`config.mk`:
```
export PLATFORM = sky130hd
export DESIGN_NAME = vsg_timing
export DESIGN_NICKNAME = d
export VERILOG_FILES = /design/src/common/vsg_pkg.sv /design/src/hw/vsg_timing.sv
export VERILOG_INCLUDE_DIRS = /design/src /design/src/common
export SDC_FILE = /design/constraint.sdc
export NUM_CORES = 1
export LEC_CHECK = 0
export BUFFER_PORTS_ARGS = -buffer_cell sky130_fd_sc_hd__buf_2
export CORE_MARGIN = 1.5
export CORE_UTILIZATION = 45
export CTS_BUF_LIST = sky130_fd_sc_hd__clkbuf_4
export DETAILED_ROUTE_END_ITERATION = 12
export PLACE_DENSITY = 0.71
export REMOVE_ABC_BUFFERS = 1
export SLEW_MARGIN = 25
export SYNTH_ARGS = -nofsm -noshare
export SYNTH_HDL_FRONTEND = slang
export SYNTH_SLANG_ARGS = --single-unit
export TNS_END_PERCENT = 10
```
`constraint.sdc`:
```
create_clock -name clk -period 3.79 [get_ports clk]
set_input_delay 0.1895 -clock clk [delete_from_list [all_inputs] [get_ports clk]]
set_output_delay 0.1895 -clock clk [all_outputs]
set_load 0.005 [all_outputs]
```
`src/common/vsg_params.svh`:
```
`ifndef VSG_PARAMS_SVH
`define VSG_PARAMS_SVH

// Stream and pixel shape
`define VSG_DW 8
`define VSG_BPP 12'h003
`define VSG_PIX_BITS 24

// Frame geometry, in pixels and lines
`define VSG_CW 12
`define VSG_COLS 12'h140
`define VSG_HB 12'h028
`define VSG_HFP 12'h014
`define VSG_ROWS 12'h0F0
`define VSG_VB 12'h00A
`define VSG_VFP 12'h005

// Derived periods; horizontal position counts stream beats
`define VSG_HTOT (`VSG_COLS + `VSG_HB + `VSG_HFP)
`define VSG_VTOT (`VSG_ROWS + `VSG_VB + `VSG_VFP)
`define VSG_HBEATS (`VSG_HTOT * `VSG_BPP)
`define VSG_HACT_LO (`VSG_HB * `VSG_BPP)
`define VSG_HACT_HI ((`VSG_HB + `VSG_COLS) * `VSG_BPP)
`define VSG_VACT_LO `VSG_VB
`define VSG_VACT_HI (`VSG_VB + `VSG_ROWS)
`define VSG_H_ZERO 12'h000
`define VSG_H_ONE 12'h001

// Buffer
`define VSG_FIFO_DEPTH 32'h10
`define VSG_FIFO_LW 5
`define VSG_FIFO_ROOM 5'h0F

// Register port
`define VSG_AW 4
`define VSG_ADDR_CTRL 4'h0
`define VSG_ADDR_STATUS 4'h1
`define VSG_ADDR_LINE 4'h2
`define VSG_CTRL_EN_BIT 0
`define VSG_CTRL_CLR_BIT 1

`endif

```
`src/common/vsg_pkg.sv`:
```
package vsg_pkg;
  typedef enum logic [0:0] {
    VSG_HUNT = 1'b0,
    VSG_RUN = 1'b1
  } vsg_state_t;
endpackage

```
`src/hw/vsg_timing.sv`:
```
`timescale 1ns/100ps
`include "vsg_params.svh"
// How it works
// Pixel words go to the display unchanged, only syncs are added
// Timing locks when a beat carrying the first pixel marker arrives
// Source feeds pixels gaplessly, rows times columns per packet
// Beats per pixel is 1 or 3; width times beats equals pixel bits
// Columns set active pixels per line, rows set active lines per frame
// Horizontal blanking precedes active pixels, no data moves then
// Horizontal front porch follows active pixels, no data moves then
// Vertical blanking lines precede active lines, no data moves then
// Vertical front porch lines follow active lines, no data moves then
// Line period is columns plus blanking plus front porch pixels
// Frame period is rows plus blanking plus front porch lines
// Input data and display output share one stream width setting
// Ready is high exactly when a beat can be accepted
// Source presents a beat the cycle after ready; valid is ignored
// Source marks first and last pixel of every frame packet
// One line sync per line and one frame sync per frame
// Data enable is high only while active pixel data is shown
// Ready leads every active beat by one cycle
// Syncs are active low, one pixel long, at start of blanking

////////////////////////////////////////////////////////////////////////////////
module vsg_fifo #(
  parameter int WIDTH = `VSG_DW,
  parameter int DEPTH = `VSG_FIFO_DEPTH,
  parameter int LW = `VSG_FIFO_LW
) (
  input wire logic clk,
  input wire logic rst,
  input wire logic [WIDTH-1:0] in_data,
  input wire logic in_valid,
  output logic in_ready,
  output logic [WIDTH-1:0] out_data,
  output logic out_valid,
  input wire logic out_ready,
  output logic [LW-1:0] level
);
  // DEPTH must be a power of two; pointers wrap naturally
  localparam logic [LW-1:0] FULL = LW'(DEPTH);
  logic [WIDTH-1:0] mem_r [DEPTH];
  logic [LW-2:0] wr_ptr_r;
  logic [LW-2:0] rd_ptr_r;
  logic [LW-1:0] count_r;
  logic [LW-1:0] count_nxt;
  wire wr_en = in_valid & in_ready;
  wire rd_en = out_valid & out_ready;

  assign in_ready = (count_r != FULL);
  assign out_valid = (count_r != {LW{1'b0}});
  assign out_data = mem_r[rd_ptr_r];
  assign level = count_r;
  assign count_nxt = (wr_en & !rd_en) ? count_r + 1'b1 :
                     (rd_en & !wr_en) ? count_r - 1'b1 : count_r;

  always_ff @(posedge clk) begin
    if (wr_en) begin
      mem_r[wr_ptr_r] <= in_data;
    end
  end

  always_ff @(posedge clk) begin
    if (rst) begin
      wr_ptr_r <= '0;
      rd_ptr_r <= '0;
      count_r <= '0;
    end else begin
      wr_ptr_r <= wr_en ? wr_ptr_r + 1'b1 : wr_ptr_r;
      rd_ptr_r <= rd_en ? rd_ptr_r + 1'b1 : rd_ptr_r;
      count_r <= count_nxt;
    end
  end
endmodule // vsg_fifo

////////////////////////////////////////////////////////////////////////////////
module vsg_timing (
  input wire logic clk,
  input wire logic rst,
  input wire logic [`VSG_DW-1:0] sink_data,
  input wire logic sink_valid,
  input wire logic sink_first_pixel_marker,
  input wire logic sink_last_pixel_marker,
  output logic sink_ready,
  output logic [`VSG_DW-1:0] display_pixel_out,
  output logic line_sync_pulse_n,
  output logic frame_sync_pulse_n,
  output logic display_data_enable,
  input wire logic [`VSG_AW-1:0] reg_addr,
  input wire logic [31:0] reg_wdata,
  input wire logic reg_wr,
  input wire logic reg_rd,
  output logic [31:0] reg_rdata
);

  function automatic logic h_act_f(input logic [`VSG_CW-1:0] pos);
    h_act_f = (pos >= `VSG_HACT_LO) && (pos < `VSG_HACT_HI);
  endfunction

  function automatic logic v_act_f(input logic [`VSG_CW-1:0] line);
    v_act_f = (line >= `VSG_VACT_LO) && (line < `VSG_VACT_HI);
  endfunction

  vsg_pkg::vsg_state_t st_r;
  vsg_pkg::vsg_state_t st_nxt;
  logic [`VSG_CW-1:0] h_r;
  logic [`VSG_CW-1:0] v_r;
  logic push_r;
  logic act_d1_r;
  logic enable_r;
  logic err_r;
  logic hs1_r;
  logic vs1_r;
  logic hs_r;
  logic vs_r;
  logic den_r;
  logic [`VSG_DW-1:0] pix_r;
  logic [31:0] rdata_r;
  logic fifo_in_ready;
  logic fifo_out_valid;
  logic [`VSG_DW-1:0] fifo_data;
  logic [`VSG_FIFO_LW-1:0] fifo_level;

  ////////////////////////////////////////////////////////////////////////////
  // Position decode
  wire run = (st_r == vsg_pkg::VSG_RUN);
  wire hunt = (st_r == vsg_pkg::VSG_HUNT);
  wire h_last = (h_r == `VSG_HBEATS - `VSG_H_ONE);
  wire v_last = (v_r == `VSG_VTOT - `VSG_H_ONE);
  wire [`VSG_CW-1:0] h_step = h_last ? `VSG_H_ZERO : h_r + `VSG_H_ONE;
  wire [`VSG_CW-1:0] v_step = v_last ? `VSG_H_ZERO : v_r + `VSG_H_ONE;
  wire [`VSG_CW-1:0] v_ahead = h_last ? v_step : v_r;
  wire act_now = h_act_f(h_r) && v_act_f(v_r);
  wire act_ahead = h_act_f(h_step) && v_act_f(v_ahead);
  // One slot kept free for the beat already in flight
  wire room = (fifo_level < `VSG_FIFO_ROOM);
  wire lock = hunt && push_r && sink_first_pixel_marker;
  wire at_start = (h_r == `VSG_HACT_LO) && (v_r == `VSG_VACT_LO);
  wire misalign = run && push_r && sink_first_pixel_marker && !at_start;
  wire fifo_push = push_r && (run || sink_first_pixel_marker);
  wire pop = act_d1_r && fifo_out_valid;

  // While hunting, beats are drained and dropped until the first pixel
  assign sink_ready = enable_r && room && (hunt || act_ahead);
  assign st_nxt = !enable_r ? vsg_pkg::VSG_HUNT :
                  lock ? vsg_pkg::VSG_RUN : st_r;

  ////////////////////////////////////////////////////////////////////////////
  // Frame timing
  always_ff @(posedge clk) begin
    if (rst) begin
      st_r <= vsg_pkg::VSG_HUNT;
    end else begin
      st_r <= st_nxt;
    end
  end

  always_ff @(posedge clk) begin
    if (rst || !enable_r) begin
      h_r <= `VSG_H_ZERO;
      v_r <= `VSG_H_ZERO;
    end else if (lock) begin
      h_r <= `VSG_HACT_LO + `VSG_H_ONE;
      v_r <= `VSG_VACT_LO;
    end else if (run) begin
      h_r <= h_step;
      v_r <= v_ahead;
    end
  end

  always_ff @(posedge clk) begin
    if (rst) begin
      push_r <= 1'b0;
      act_d1_r <= 1'b0;
    end else begin
      push_r <= sink_ready;
      act_d1_r <= (run && act_now) || lock;
    end
  end

  vsg_fifo #(
    .WIDTH(`VSG_DW),
    .DEPTH(`VSG_FIFO_DEPTH),
    .LW(`VSG_FIFO_LW)
  ) u_fifo (
    .clk(clk),
    .rst(rst),
    .in_data(sink_data),
    .in_valid(fifo_push),
    .in_ready(fifo_in_ready),
    .out_data(fifo_data),
    .out_valid(fifo_out_valid),
    .out_ready(act_d1_r),
    .level(fifo_level)
  );

  ////////////////////////////////////////////////////////////////////////////
  // Display outputs, syncs delayed to line up with the pixel path
  always_ff @(posedge clk) begin
    if (rst) begin
      hs1_r <= 1'b1;
      vs1_r <= 1'b1;
      hs_r <= 1'b1;
      vs_r <= 1'b1;
      den_r <= 1'b0;
      pix_r <= '0;
    end else begin
      hs1_r <= !(run && (h_r < `VSG_BPP));
      vs1_r <= !(run && (v_r == `VSG_H_ZERO) && (h_r < `VSG_BPP));
      hs_r <= hs1_r;
      vs_r <= vs1_r;
      den_r <= pop;
      pix_r <= pop ? fifo_data : '0;
    end
  end

  assign display_pixel_out = pix_r;
  assign line_sync_pulse_n = hs_r;
  assign frame_sync_pulse_n = vs_r;
  assign display_data_enable = den_r;

  ////////////////////////////////////////////////////////////////////////////
  // Register port
  wire sel_ctrl = (reg_addr == `VSG_ADDR_CTRL);
  wire sel_status = (reg_addr == `VSG_ADDR_STATUS);
  wire sel_line = (reg_addr == `VSG_ADDR_LINE);
  wire wr_ctrl = reg_wr && sel_ctrl;
  wire err_clr = wr_ctrl && reg_wdata[`VSG_CTRL_CLR_BIT];
  wire [31:0] rd_val = sel_ctrl ? {31'h0, enable_r} :
                       sel_status ? {19'h0, fifo_level, 6'h00, err_r, run} :
                       sel_line ? {20'h0, v_r} : 32'h0;

  always_ff @(posedge clk) begin
    if (rst) begin
      enable_r <= 1'b0;
      err_r <= 1'b0;
      rdata_r <= 32'h0;
    end else begin
      enable_r <= wr_ctrl ? reg_wdata[`VSG_CTRL_EN_BIT] : enable_r;
      // A new misalignment wins over a clear in the same cycle
      err_r <= misalign || (err_r && !err_clr);
      rdata_r <= reg_rd ? rd_val : 32'h0;
    end
  end

  assign reg_rdata = rdata_r;
endmodule // vsg_timing

```
# Word level (Yosys, flattened, before mapping)
# Memories as Yosys holds them, arrays and structs flattened. A register that Yosys moved wholly into a read port is not among the register bits.
# Cells that the tools add are included.
dict set report classes {
  bitwise 9
  n_reduce_logical 47
  shift 0
  multipliers 0
  mux 14
  addsub 6
  eq_ne 7
  div_mod_pow 0
  n_lt_le_gt_ge 10
}
# operator count
set op_table {}
lappend op_table {{12-bit 2-to-1 mux} 4}
lappend op_table {{12-bit by 1-bit adder with 12-bit output, second input constant} 2}
lappend op_table {{12-bit by 4-bit greater-or-equal comparator with 1-bit output, second input constant} 2}
lappend op_table {{12-bit by 7-bit greater-or-equal comparator with 1-bit output, second input constant} 2}
lappend op_table {{12-bit by 11-bit less-than comparator with 1-bit output, second input constant} 2}
lappend op_table {{12-bit by 8-bit less-than comparator with 1-bit output, second input constant} 2}
lappend op_table {{1-bit logical AND} 23}
lappend op_table {{7-bit 2-to-1 mux} 2}
lappend op_table {{13-bit 2-to-1 mux} 1}
lappend op_table {{12-bit by 11-bit equality test with 1-bit output, second input constant} 1}
lappend op_table {{12-bit by 4-bit equality test with 1-bit output, second input constant} 1}
lappend op_table {{12-bit by 7-bit equality test with 1-bit output, second input constant} 1}
lappend op_table {{12-bit by 8-bit equality test with 1-bit output, second input constant} 1}
lappend op_table {{12-bit logical NOT} 1}
lappend op_table {{12-bit by 2-bit less-than comparator with 1-bit output, second input constant} 1}
lappend op_table {{5-bit 2-to-1 mux} 2}
lappend op_table {{4-bit by 1-bit adder with 4-bit output, second input constant} 2}
lappend op_table {{4-bit 2-to-1 mux} 2}
lappend op_table {{2-bit OR reduction} 4}
lappend op_table {{1-bit logical NOT} 7}
lappend op_table {{5-bit by 1-bit adder with 5-bit output, second input constant} 1}
lappend op_table {{1-bit logical OR} 5}
lappend op_table {{5-bit by 4-bit less-than comparator with 1-bit output, second input constant} 1}
lappend op_table {{5-bit != test, second input constant} 1}
lappend op_table {{12 further kinds} 22}
dict set report word_totals {
  word_cells 115
  mem_bits_rw 128
  regBits 79
  romBits 0
  latch_bits 0
  output_inout_bits 44
  input_bits 51
  memories 1
}
# name depth word_bits read_ports rd_ports_with_merged_regs write_ports line_no
set mem_list {}
lappend mem_list {u_fifo.mem_r 16 8 1 1 1 vsg_timing.sv:42} ;# logic [WIDTH-1:0] mem_r [DEPTH];

# Longest topological paths before layout
dict set report depth {
  ltp_word 8
  mapped_depth 14
  ltp_nobuf 13
}

# By module
# A second synthesis with hierarchy kept.
dict set report unflattened {
  hier_cells 684
  hier_area_um2 8777.2
}
# mod cells_each area_each_um2 seq_area_each_um2 n_inst
set by_module_without_submodules {}
lappend by_module_without_submodules {vsg_fifo 309 5769.3 4184.0 1}
lappend by_module_without_submodules {vsg_timing 375 3007.9 1101.1 1}

# Worst setup path before layout
# Ideal clock, no wire load.
dict set report synth_timing {
  kind {register -> register}
  from {register st_r, in the netlist run}
  to {register u_fifo.count_r[4], in the netlist u_fifo.level[4]}
  period_less_slack_ps 2985
  arrival_ps 2914
  setup_time_ps 70
  setup_slack_ps 805
  path_stages_with_launch 14
  n_path_buf 1
  t_required_ps 3720
  cell_sequence {dfxtp_1 -> clkbuf_1 -> inv_1 -> nand2_1 -> nand2_1 -> a21oi_1 -> ha_1 -> inv_1 -> fa_1 -> a21o_1 -> a21oi_1 -> xnor2_1 -> or3_1 -> a21oi_1}
}
dict set report synth_via {
  elab_chain_len 6
  word_cells_on_any_way 8
  cone_classes {mux: 1; bitwise: 3; reduce/logical: 4}
}
# element line_no
set synth_rtl {}
lappend synth_rtl {{start: declaration} vsg_timing.sv:104} ;# vsg_pkg::vsg_state_t st_r;
lappend synth_rtl {{start signal: assignment} vsg_timing.sv:152} ;# st_r <= vsg_pkg::VSG_HUNT;
lappend synth_rtl {{start signal: assignment} vsg_timing.sv:154} ;# st_r <= st_nxt;
lappend synth_rtl {{1-bit logical OR (*)} vsg_timing.sv:140} ;# wire fifo_push = push_r && (run || sink_first_pixel_marker);
lappend synth_rtl {{1-bit logical AND (*)} vsg_timing.sv:140}
lappend synth_rtl {{1-bit AND (*)} vsg_timing.sv:47} ;# wire wr_en = in_valid & in_ready;
lappend synth_rtl {{net u_fifo.wr_en} vsg_timing.sv:47}
lappend synth_rtl {{1-bit logical NOT} vsg_timing.sv:55} ;# (rd_en & !wr_en) ? count_r - 1'b1 : count_r;
lappend synth_rtl {{1-bit AND} vsg_timing.sv:55}
lappend synth_rtl {{2-bit nonzero test (no source line)} --}
lappend synth_rtl {{end signal: assignment} vsg_timing.sv:71} ;# count_r <= count_nxt;
lappend synth_rtl {{end: declaration} vsg_timing.sv:45} ;# logic [LW-1:0] count_r;
# Mark *: on every way through the listed nets, which the timed path passes. The rest lies on a longest branch.
# A chain may end at the register's enable or synchronous reset.

# Worst setup path in the final report
dict set report layout_timing {
  from {register v_r[1]}
  to {output sink_ready}
}
dict set report layout_via {
  elab_chain_len 8
  word_cells_on_any_way 10
  cone_classes {add/sub: 1; order compare: 2; eq/ne: 1; mux: 2; reduce/logical: 4}
}
# element line_no
set layout_rtl {}
lappend layout_rtl {{start: declaration} vsg_timing.sv:107} ;# logic [`VSG_CW-1:0] v_r;
lappend layout_rtl {{start signal: assignment} vsg_timing.sv:161} ;# v_r <= `VSG_H_ZERO;
lappend layout_rtl {{start signal: assignment} vsg_timing.sv:164} ;# v_r <= `VSG_VACT_LO;
lappend layout_rtl {{start signal: assignment} vsg_timing.sv:167} ;# v_r <= v_ahead;
lappend layout_rtl {{12-bit by 1-bit adder with 12-bit output (no source line) / 12-bit by 8-bit equality test with 1-bit output (equally long branches)} --}
lappend layout_rtl {{12-bit 2-to-1 mux (no source line)} --}
lappend layout_rtl {{12-bit 2-to-1 mux (*)} vsg_timing.sv:132} ;# wire [`VSG_CW-1:0] v_ahead = h_last ? v_step : v_r;
lappend layout_rtl {{12-bit by 4-bit greater-or-equal comparator with 1-bit output (no source line) / 12-bit by 8-bit less-than comparator with 1-bit output (equally long branches)} --}
lappend layout_rtl {{1-bit logical AND (*)} vsg_timing.sv:101} ;# v_act_f = (line >= `VSG_VACT_LO) && (line < `VSG_VACT_HI);
lappend layout_rtl {{1-bit logical AND (*)} vsg_timing.sv:134} ;# wire act_ahead = h_act_f(h_step) && v_act_f(v_ahead);
lappend layout_rtl {{1-bit logical OR (*)} vsg_timing.sv:144} ;# assign sink_ready = enable_r && room && (hunt || act_ahead);
lappend layout_rtl {{1-bit logical AND (*)} vsg_timing.sv:144}
lappend layout_rtl {{end: declaration} vsg_timing.sv:84} ;# output logic sink_ready,
# Every way passes the cells marked *; elsewhere a longest branch is shown, timed or not.

==> metrics.txt <==
CTS buffer count=17; Int Power=2.66 mW; fmax=approximately 0.28 GHz; routability cong.=0.870; DRT iter0 DRCs=305; ys async rst share=0%; Final Net Count=787; row count=50; CTS tree=built; most instantiated library cell after synthesis=edfxtp_1; Synth area leaders=edfxtp_1 44%, dfxtp_1 16%, mux4_2 8.6%, nor2_1 2.5%, a21oi_1 2.1%; initial antenna violation count=1; top cells by count, synth=128 x edfxtp_1, 68 x dfxtp_1, 58 x nor2_1; Startpoint Class=flop; Worst-Skew Late Latency=0.59 ns; fin crit period=between 3 and 4 ns; Seq cells post-synth=196; P_sw=between 800 and 900 µW; fin. max-slew vios=0; sequential share of power=65.5%; RSZ-0062 raised after global routing=no; Clock Sinks=196; Routed Antenna Nets=0; Die ar.=20100 µm²; initial core utilization=between 40% and 50%; number of flops mapped to enable cells by yosys=128; filler instances=1620; worst reg2reg path depth=11; YS warnings=0; CP endpoint kind=output port; drt total wl=18000 µm; pwr dens=roughly 360 nW/µm²; R2R setup slack=0.91 ns; Post-Route Skew=0.0365 ns; Tot Pwr=3.47 mW; worst reg2reg endpoint=u_fifo.level[4]; Sw Ratio=23.4%; Max VDD drop=0.266 mV; critical path class=reg2out; CTS H-tree depth=4; CP Launch Point=v_r[1]; largest net degree at the start of global routing=36; Comb pwr share=1.6%; DIE HEIGHT=between 100 and 150 µm; P_leak=between 3 and 4 nW; CTS Buffer Depth=2; worst setup path end=sink_ready; dpl ws=0.874 ns; status=complete, no violations; sequential area share after synthesis=about 60%; I/O pin total=95; DR WL/cell=between 15 and 20 µm; area growth from synthesis to layout=9.60%; Core ar.=approximately 19000 µm²; layout cells sized above 1=a little under a fifth; Residual DRC=0; vias in the first global route=5526; crit share post-route=93.6%; Clock transition at path regs=0.17 ns; via count=5559; setup violators final=0; DP HPWL=12000 µm; gr usage total=18.7%; Crit Path Max Fanout=13; Buffers on Ports=43; Worst EP arrival=between 3 and 4 ns; post-synth top area cell=edfxtp_1; Least-Margin Pin Slew=between 1 and 1.5 ns; worst relative slew slack=30.8%; syn_area_per_cell=12.9 µm²; Max-Cap Viols=0; synth unique cells=61; reg2reg start=u_fifo.level[0]; Setup WS post-layout=0.241 ns; TNS Setup=0 ns; post-synthesis cell count=roughly 670; top_reg_cell synth=edfxtp_1; Yosys top cell area share=between 40% and 50%; Via density=5.74; die width=approximately 140 µm; Root Driver=clkbuf_4; CP required=3.60 ns; TritonRoute pass-1 iters=5; GRT overflow=0; final hold violation count=0; worst hold path class=in2reg; synthesized area=8670 µm²; first-pass GRT wire length=28900 µm; Clk pwr share=32.9%
## layout make-up
type	instances	area [µm²]	share of cell area (%)
clock buffer	17	128	1.34
timing repair buffer	73	483	5.08
multi-input combinational	422	3170	33.4
clock inverter	15	176	1.86
sequential	196	5210	54.8
antenna	1	2.50	0.0263
tap	234	293	3.08
inverter	11	41.3	0.435
## power by group through the flow
stage,Clock (mW),Combinational [mW],Sequential [mW]
5_1_grt,1.24,0.0628,2.27
6_report,1.14,0.0568,2.27
3_3_place_gp,0,0.0417,2.32
2_1_floorplan,0,0.00984,2.32
3_5_place_dp,0,0.0453,2.32
4_1_cts,1.17,0.0562,2.27
## flip-flops by register name, summed over array words and instances (netlist names), 4 cells and up
register	count
u_fifo.level	5
display_pixel_out	8
h_r	12
u_fifo.wr_ptr_r	4
v_r	12
reg_rdata	13
u_fifo.mem_r	128
u_fifo.rd_ptr_r	4
## critical path, stage by stage, from the launching register on
cell       delay (ns)
dfxtp_1          0.65
ha_1             0.44
and3_1           0.29
nand4_1          0.27
mux2i_1          0.24
nor3_1           0.09
nor3_1           0.22
o2111ai_2        0.20
a21oi_1          0.24
buf_2            0.15
## repair_timing
action | CTS | global route
buffers inserted | 0 | 0
hold endpoints to repair | 133 | 0
hold buffers | 17 | 0
resized for setup | 0 | 2
endpoints found under the setup margin | 0 | 1
## logic make-up after synthesis
kind of cell | synth area share, %
other | 0.0433
flip-flops | 60.0
multiplexers | 10.3
AND/OR/NAND/NOR | 13.1
XOR/XNOR | 1.82
buffers and inverters | 4.21
AO/OA/AOI/OAI | 8.21
adder cells (fa/ha/maj) | 2.25
## stage by stage
step	hold slack [ns]	area [µm²]	util (%)	instances
6_report	0.0535	9500	50.6	969
3_5_place_dp	0.404	9020	48.1	919
2_1_floorplan	0.254	8410	-	629
3_3_place_gp	0.405	9020	48.1	919
4_1_cts	0.00539	9490	50.6	968
5_1_grt	0.0171	9500	50.6	969
## metal layers
metal / wire (µm) / share of wire, % / track usage, %
met1: 7850 / 44 / 23.8
met2: 9040 / 50 / 32.2
met3: 848 / 4.7 / 4.18
met4: 265 / 1.5 / 5.15
met5: 0 / 0 / 0
## how the worst min path moves through the flow
stage,from,slack (ns),endpoint,depth (start not counted)
2_1_floorplan,rst,0.25,push_r,1
3_3_place_gp,hs1_r,0.41,line_sync_pulse_n,1
3_5_place_dp,vs1_r,0.40,frame_sync_pulse_n,1
4_1_cts,rst,0.005,u_fifo.rd_ptr_r[0],2
5_1_grt,rst,0.02,u_fifo.level[2],2
6_report,rst,0.05,u_fifo.rd_ptr_r[2],2
## layout by cell type, fill, tap and decap left out, drive strengths merged, types with 19 or more instances in the layout
master and instances:
a211oi 20, a21oi 36, buf 56, conb 19, dfxtp 68, edfxtp 128
inv 20, mux4 33, nand2 32, nor2 58, o21ai 27
Power figures use the tool's default switching activity.
